File: config.mk
export PLATFORM = sky130hd
export DESIGN_NAME = adsr_regs
export DESIGN_NICKNAME = d
export VERILOG_FILES = /design/src/adsr_pkg.sv /design/src/adsr_regs.sv
export SDC_FILE = /design/constraint.sdc
export NUM_CORES = 1
export LEC_CHECK = 0
export BUFFER_PORTS_ARGS = -buffer_cell sky130_fd_sc_hd__buf_2
export CORE_MARGIN = 2
export CORE_UTILIZATION = 35
export DETAILED_ROUTE_END_ITERATION = 7
export GPL_ROUTABILITY_DRIVEN = 0
export SLEW_MARGIN = 40
export SYNTH_ARGS = -nofsm -noshare
export SYNTH_HDL_FRONTEND = slang
export SYNTH_SLANG_ARGS = --single-unit
export TNS_END_PERCENT = 50
File: constraint.sdc
create_clock -name REF_CLK_I -period 1.1 [get_ports REF_CLK_I]
set_input_delay 0 -clock REF_CLK_I [delete_from_list [all_inputs] [get_ports REF_CLK_I]]
set_output_delay 0 -clock REF_CLK_I [all_outputs]
set_load 0.03 [all_outputs]
File: src/adsr_pkg.sv
package adsr_pkg;
  // ----------------------------------------------------------------
  // register map
  // ----------------------------------------------------------------
  localparam logic [7:0]  ADDR_CAPTURE    = 8'h07;
  localparam logic [7:0]  ADDR_ALIGN_CMD  = 8'h0b;
  localparam logic [7:0]  ADDR_SLOT_GATE  = 8'h0e;
  localparam logic [7:0]  ADDR_COND_FLAGS = 8'h0f;

  localparam int          BIT_SYNC        = 0;
  localparam int          BIT_SNAP        = 1;
  localparam int          BIT_MISSED      = 3;
  localparam int          CNT_W           = 12;
  localparam int          SLOT_DIV        = 4;

  localparam logic [7:0]  SLOT_GATE_RST   = 8'hff;
  localparam logic [1:0]  ALIGN_CMD_RST   = 2'h0;
  localparam logic [11:0] CAPTURE_RST     = 12'h000;
  // version code value is arbitrary
  localparam logic [2:0]  VERSION_DEF     = 3'h1;

  // ----------------------------------------------------------------
  // carriers
  // ----------------------------------------------------------------
  typedef struct packed {
    logic       wr;
    logic       rd;
    logic [7:0] addr;
    logic [7:0] wdata;
  } adsr_req_s;

  typedef struct packed {
    logic        rvalid;
    logic [15:0] rdata;
  } adsr_rsp_s;

  typedef struct packed {
    logic [1:0]  cmd;
    logic [7:0]  slot_en;
    logic        missed;
    logic        accessed;
    logic [11:0] capture;
    logic [1:0]  div;
    logic [2:0]  slot;
    logic        pwm_out;
    adsr_rsp_s   rsp;
  } adsr_state_s;
endpackage : adsr_pkg

File: src/adsr_regs.sv
`timescale 1ns/10ps
module adsr_regs #(
  parameter logic [2:0] VERSION = adsr_pkg::VERSION_DEF
) (
  input  wire logic                        REF_CLK_I,
  input  wire logic                        RSTN_I,
  input  wire logic                        REG_WR_I,
  input  wire logic                        REG_RD_I,
  input  wire logic [7:0]                  REG_ADDR_I,
  input  wire logic [7:0]                  REG_WDATA_I,
  input  wire logic                        PWM_PULSE_I,
  input  wire logic                        ADC_OUT_READ_I,
  input  wire logic                        ADC_PERIOD_TICK_I,
  input  wire logic [adsr_pkg::CNT_W-1:0]  COUNTER_I,
  output logic                             REG_RVALID_O,
  output logic [15:0]                      REG_RDATA_O,
  output logic                             ALIGN_PULSE_O,
  output logic                             SNAP_PULSE_O,
  output logic                             PWM_GATED_O,
  output logic [2:0]                       SLOT_INDEX_O
);
  import adsr_pkg::*;

  adsr_state_s q, d;
  adsr_req_s   req;

  // ----------------------------------------------------------------
  // state after reset
  // ----------------------------------------------------------------
  localparam adsr_state_s STATE_RST = '{
    cmd:      ALIGN_CMD_RST,
    slot_en:  SLOT_GATE_RST,
    missed:   1'b0,
    accessed: 1'b0,
    capture:  CAPTURE_RST,
    div:      2'h0,
    slot:     3'h0,
    pwm_out:  1'b0,
    rsp:      '{rvalid: 1'b0, rdata: 16'h0000}
  };

  // ----------------------------------------------------------------
  // bus request
  // ----------------------------------------------------------------
  assign req = '{wr: REG_WR_I, rd: REG_RD_I, addr: REG_ADDR_I, wdata: REG_WDATA_I};

  // ----------------------------------------------------------------
  // decode helpers
  // ----------------------------------------------------------------
  // true when the request targets address a
  function automatic logic hit(
    input adsr_req_s  r,
    input logic [7:0] a
  );
    hit = (r.addr == a);
  endfunction : hit

  // true for a write strobe to address a
  function automatic logic wr_hit(
    input adsr_req_s  r,
    input logic [7:0] a
  );
    wr_hit = r.wr && hit(r, a);
  endfunction : wr_hit

  // true for a read strobe to address a
  function automatic logic rd_hit(
    input adsr_req_s  r,
    input logic [7:0] a
  );
    rd_hit = r.rd && hit(r, a);
  endfunction : rd_hit

  // ----------------------------------------------------------------
  // command pulses
  // ----------------------------------------------------------------
  // command bits live for exactly one clock; reserved bits are dropped
  function automatic logic [1:0] cmd_next(
    input adsr_req_s r
  );
    cmd_next = 2'h0;
    if (wr_hit(r, ADDR_ALIGN_CMD)) begin
      cmd_next = r.wdata[1:0];
    end
  endfunction : cmd_next

  // ----------------------------------------------------------------
  // quarter-rate slot sequencer
  // ----------------------------------------------------------------
  // divider of the input clock; the sync pulse restarts it
  function automatic logic [1:0] div_next(
    input logic       sync,
    input logic [1:0] div
  );
    if (sync) begin
      div_next = 2'h0;
    end else begin
      div_next = div + 2'h1;
    end
  endfunction : div_next

  // slot steps once per quarter-rate period; the sync pulse restarts it
  function automatic logic [2:0] slot_next(
    input logic       sync,
    input logic [1:0] div,
    input logic [2:0] slot
  );
    slot_next = slot;
    if (sync) begin
      slot_next = 3'h0;
    end else if (div == 2'(SLOT_DIV - 1)) begin
      slot_next = slot + 3'h1;
    end
  endfunction : slot_next

  // the PWM pulse passes only in an enabled slot
  function automatic logic gate(
    input logic       pulse,
    input logic [7:0] en,
    input logic [2:0] slot
  );
    gate = pulse & en[slot];
  endfunction : gate

  // ----------------------------------------------------------------
  // missed-read tracking
  // ----------------------------------------------------------------
  // a period tick opens a new period; an access inside it is remembered
  function automatic logic accessed_next(
    input logic tick,
    input logic rd_out,
    input logic accessed
  );
    accessed_next = accessed;
    if (tick) begin
      accessed_next = 1'b0;
    end else if (rd_out) begin
      accessed_next = 1'b1;
    end
  endfunction : accessed_next

  // a period with no access sets the flag; set wins over the read clear
  function automatic logic missed_next(
    input logic tick,
    input logic rd_out,
    input logic accessed,
    input logic rd_flags,
    input logic missed
  );
    missed_next = missed;
    if (rd_flags) begin
      missed_next = 1'b0;
    end
    if (tick && !accessed && !rd_out) begin
      missed_next = 1'b1;
    end
  endfunction : missed_next

  // ----------------------------------------------------------------
  // read path
  // ----------------------------------------------------------------
  // read word of each register; unmapped addresses read zero
  function automatic logic [15:0] read_word(
    input adsr_state_s s,
    input logic [7:0]  a
  );
    case (a)
      ADDR_CAPTURE:    read_word = {4'h0, s.capture};
      ADDR_ALIGN_CMD:  read_word = {14'h0000, s.cmd};
      ADDR_SLOT_GATE:  read_word = {8'h00, s.slot_en};
      ADDR_COND_FLAGS: read_word = {12'h000, s.missed, VERSION};
      default:         read_word = 16'h0000;
    endcase
  endfunction : read_word

  // ----------------------------------------------------------------
  // next state
  // ----------------------------------------------------------------
  always_comb begin
    d          = q;
    d.cmd      = cmd_next(req);
    if (q.cmd[BIT_SNAP]) begin
      d.capture = COUNTER_I;
    end
    if (wr_hit(req, ADDR_SLOT_GATE)) begin
      d.slot_en = req.wdata;
    end
    d.div      = div_next(q.cmd[BIT_SYNC], q.div);
    d.slot     = slot_next(q.cmd[BIT_SYNC], q.div, q.slot);
    d.pwm_out  = gate(PWM_PULSE_I, q.slot_en, q.slot);
    d.accessed = accessed_next(ADC_PERIOD_TICK_I, ADC_OUT_READ_I, q.accessed);
    d.missed   = missed_next(ADC_PERIOD_TICK_I, ADC_OUT_READ_I, q.accessed,
                             rd_hit(req, ADDR_COND_FLAGS), q.missed);
    d.rsp.rvalid = req.rd;
    d.rsp.rdata  = 16'h0000;
    if (req.rd) begin
      d.rsp.rdata = read_word(q, req.addr);
    end
  end

  // ----------------------------------------------------------------
  // state register
  // ----------------------------------------------------------------
  always_ff @(posedge REF_CLK_I or negedge RSTN_I) begin
    if (!RSTN_I) begin
      q <= STATE_RST;
    end else begin
      q <= d;
    end
  end

  // ----------------------------------------------------------------
  // outputs
  // ----------------------------------------------------------------
  assign REG_RVALID_O  = q.rsp.rvalid;
  assign REG_RDATA_O   = q.rsp.rdata;
  assign ALIGN_PULSE_O = q.cmd[BIT_SYNC];
  assign SNAP_PULSE_O  = q.cmd[BIT_SNAP];
  assign PWM_GATED_O   = q.pwm_out;
  assign SLOT_INDEX_O  = q.slot;
endmodule : adsr_regs

==> flow_summary.ini <==
[worst_setup_path]
endpoint_kind = flop
cp.buffers_inverters = 0
arrival_ns = 1.37
path_delay_family = multiplexers
crit_chain = mux4_2 > nor2b_2 > nor3_2
cp.required_ns = 1.27
slowest_stage = mux4_2
worstSetupStartpointType = flop
crit_fanout = 2
max_stage_delay_ns = 0.51
critical_path_class = flop to flop

[route]
num_vias = 1439
drt_first_iter_violations = 45
via_per_inst = 4.51
wl_met3_um = 183
top_layer_used = met4
wl_met1_um = 1810
wl_per_cell_um = 13.3
antenna_left = 0
firstDrtPassIters = 4
wl_met2_um = 2210
routed_wl_um = 4250
drc = 0

[cells_and_area]
final_nets = 283
area_growth_pct = 41.9
antenna_cells = 0
fill_cells = 520
final_cells = 319
drive_gt1_share_pct = 50.6

[grt]
grt_usage_pct = 14.5
grt_pass1_vias = 1521
grt_pass1_wl_um = 6960
grt_max_degree = 44
antenna_found_initial = 0
grt_overflow = 0

[yosys]
yosysTopAreaCell = dfrtp_1
synth.most_common_cell = dfrtp_1
synth-edff-count = 0
synth_area_um2 = 1960
synthCells = 159
yosys_warnings = 0
synth_ff_type = dfrtp_1
netlist_top_cells_area = dfrtp_1, mux2_2, dfstp_2, buf_4, nand3_1
ys_ff_latch = 43
avgSynthCellArea_um2 = 12.3
ys_seq_area_share_pct = 55.4
synthArstFlopShare_pct = 100
synthTopCellsByCount = dfrtp_1, mux2_2, buf_4
ys_types = 36
yosys.area.top_type_share_pct = 44.7

[timing]
fmax_mhz = 834
report.final.slew_viol_count = 0
timing.final.ws_setup_ns = -0.0997
hold_viol_final = 0
setup_viol = 2
post-route-period-util_pct = 109
period_minus_slack_ns = 1.20
skew_ns = 0.00376
rsz0062_at_grt = true

[place]
dpl_worst_slack_ns = -0.409
portBuffers = 53
dp_cells = 285
hpwl_um = 3000

[flow_run]
cap_viol_max_count = 0

[floorplanning]
dieArea_um2 = 6220
rows = 27
die_w_um = 78.8
pin_count = 58
fp.coreArea_um2 = 5470
die-height_um = 78.8
initial_utilization_pct = 35.8

[clock_network]
cts_sinks = 43
clk_pin_slew_worst_paths_ns = 0.08
htreeDepth = 2
cts_tree = built
cts_root_buffer = clkbuf_8
clk_latency_ns = 0.29
cts_buffers = 5
cts_buffer_depth = 2

[status]
outcome = finished with violations
violations = negative setup slack

[power_and_ir_drop]
peakVddDrop_mv = 1.07
power_density_nw_per_um2 = 1360
leakagePower_uw = 0.00136
power_uw = 3790

[min_path]
hp-class = input port to flop
==> area by class of cell <==
type,instances,area [um2],share of cell area [%]
repair buffers,102,753,27.1
multi-input cells,93,761,27.4
clock buffers,5,68.8,2.47
clock inverters,3,15.0,0.540
well taps,72,90.1,3.24
flip-flops and latches,43,1090,39.2
inverters,1,3.75,0.135
==> worst paths after layout <==
kind,from,to,slack [ns],cells past startpoint
hold reg to reg,q[21],q[21],0.43,1
setup reg to reg,SLOT_INDEX_O[2],PWM_GATED_O,-0.1,3
max in group asynchronous,RSTN_I,q[42],0.62,3
min in group asynchronous,RSTN_I,REG_RVALID_O,0.20,3
setup / recovery,SLOT_INDEX_O[2],PWM_GATED_O,-0.1,3
hold / removal,REG_ADDR_I[3],REG_RDATA_O[1],0.06,3
==> what timing repair did <==
item / in CTS / in global routing
pin swaps: 3 / 1
setup endpoints to repair: 10 / 15
endpoints found under the hold margin: 69 / 0
resized for setup: 1 / 18
buffers inserted: 0 / 1
hold buffers: 25 / 0
==> sequential cells by signal, summed over array words and instances, names as in the netlist <==
name           count
q                 24
SLOT_INDEX_O       3
REG_RDATA_O       12
SNAP_PULSE_O       1
ALIGN_PULSE_O      1
PWM_GATED_O        1
REG_RVALID_O       1
==> report_power, final <==
group          switching (uW)  internal (uW)  total, uW
sequential                108           1720       1830
clock                     525            435        960
combinational             497            501        998
total                    1130           2660       3790
==> routing by layer <==
metal	vias up	GRT usage, %
li1	709	-
met1	690	16.8
met2	34	26.3
met3	6	3.75
met4	0	4.14
met5	-	0
==> metrics by stage <==
step / TNS, ns / hold WS [ns] / utilization [%] / cell area, um2
after floorplan: -3.39 / -0.296 / - / 1980
after global placement: -4.36 / -0.00735 / 43.5 / 2380
after detailed placement: -4.45 / -0.00835 / 43.5 / 2380
after CTS: -0.125 / 0.0592 / 49.6 / 2720
after global routing: -0.337 / 0.0763 / 50.8 / 2780
final: -0.128 / 0.0573 / 50.8 / 2780
==> cell usage in the layout (no fill, tap or decap), drive strengths merged, types with 3 or more instances in the layout <==
cell type / netlist / routed
buf: 22 / 77
dfrtp: 35 / 35
dlygate4sd3: 0 / 25
mux2: 22 / 22
nand3: 15 / 15
a21oi: 8 / 8
dfstp: 8 / 8
nor2: 6 / 6
and3: 5 / 5
clkbuf: 3 / 5
conb: 1 / 4
and2: 3 / 3
clkinv: 0 / 3
nor2b: 3 / 3
==> worst register-to-register path: cells and delay by family, from the launching register on <==
family        cells  cell delay, ns
mux               1            0.51
flops             1            0.38
simple gates      2            0.19
==> logic make-up (layout without fill, tap and decap cells) <==
| group | after synthesis | in the layout | share of synthesized area, % |
|---|---|---|---|
| buffers and inverters | 26 | 111 | 8.68 |
| xor gates and xnor gates | 2 | 2 | 0.894 |
| other | 1 | 4 | 0.191 |
| adders and majority gates | 3 | 3 | 1.79 |
| AOI/OAI and AO/OA | 14 | 14 | 4.34 |
| muxes | 24 | 24 | 14.3 |
| and+or+nand+nor | 46 | 46 | 14.4 |
| DFF | 43 | 43 | 55.4 |
Power figures use the tool's default switching activity.
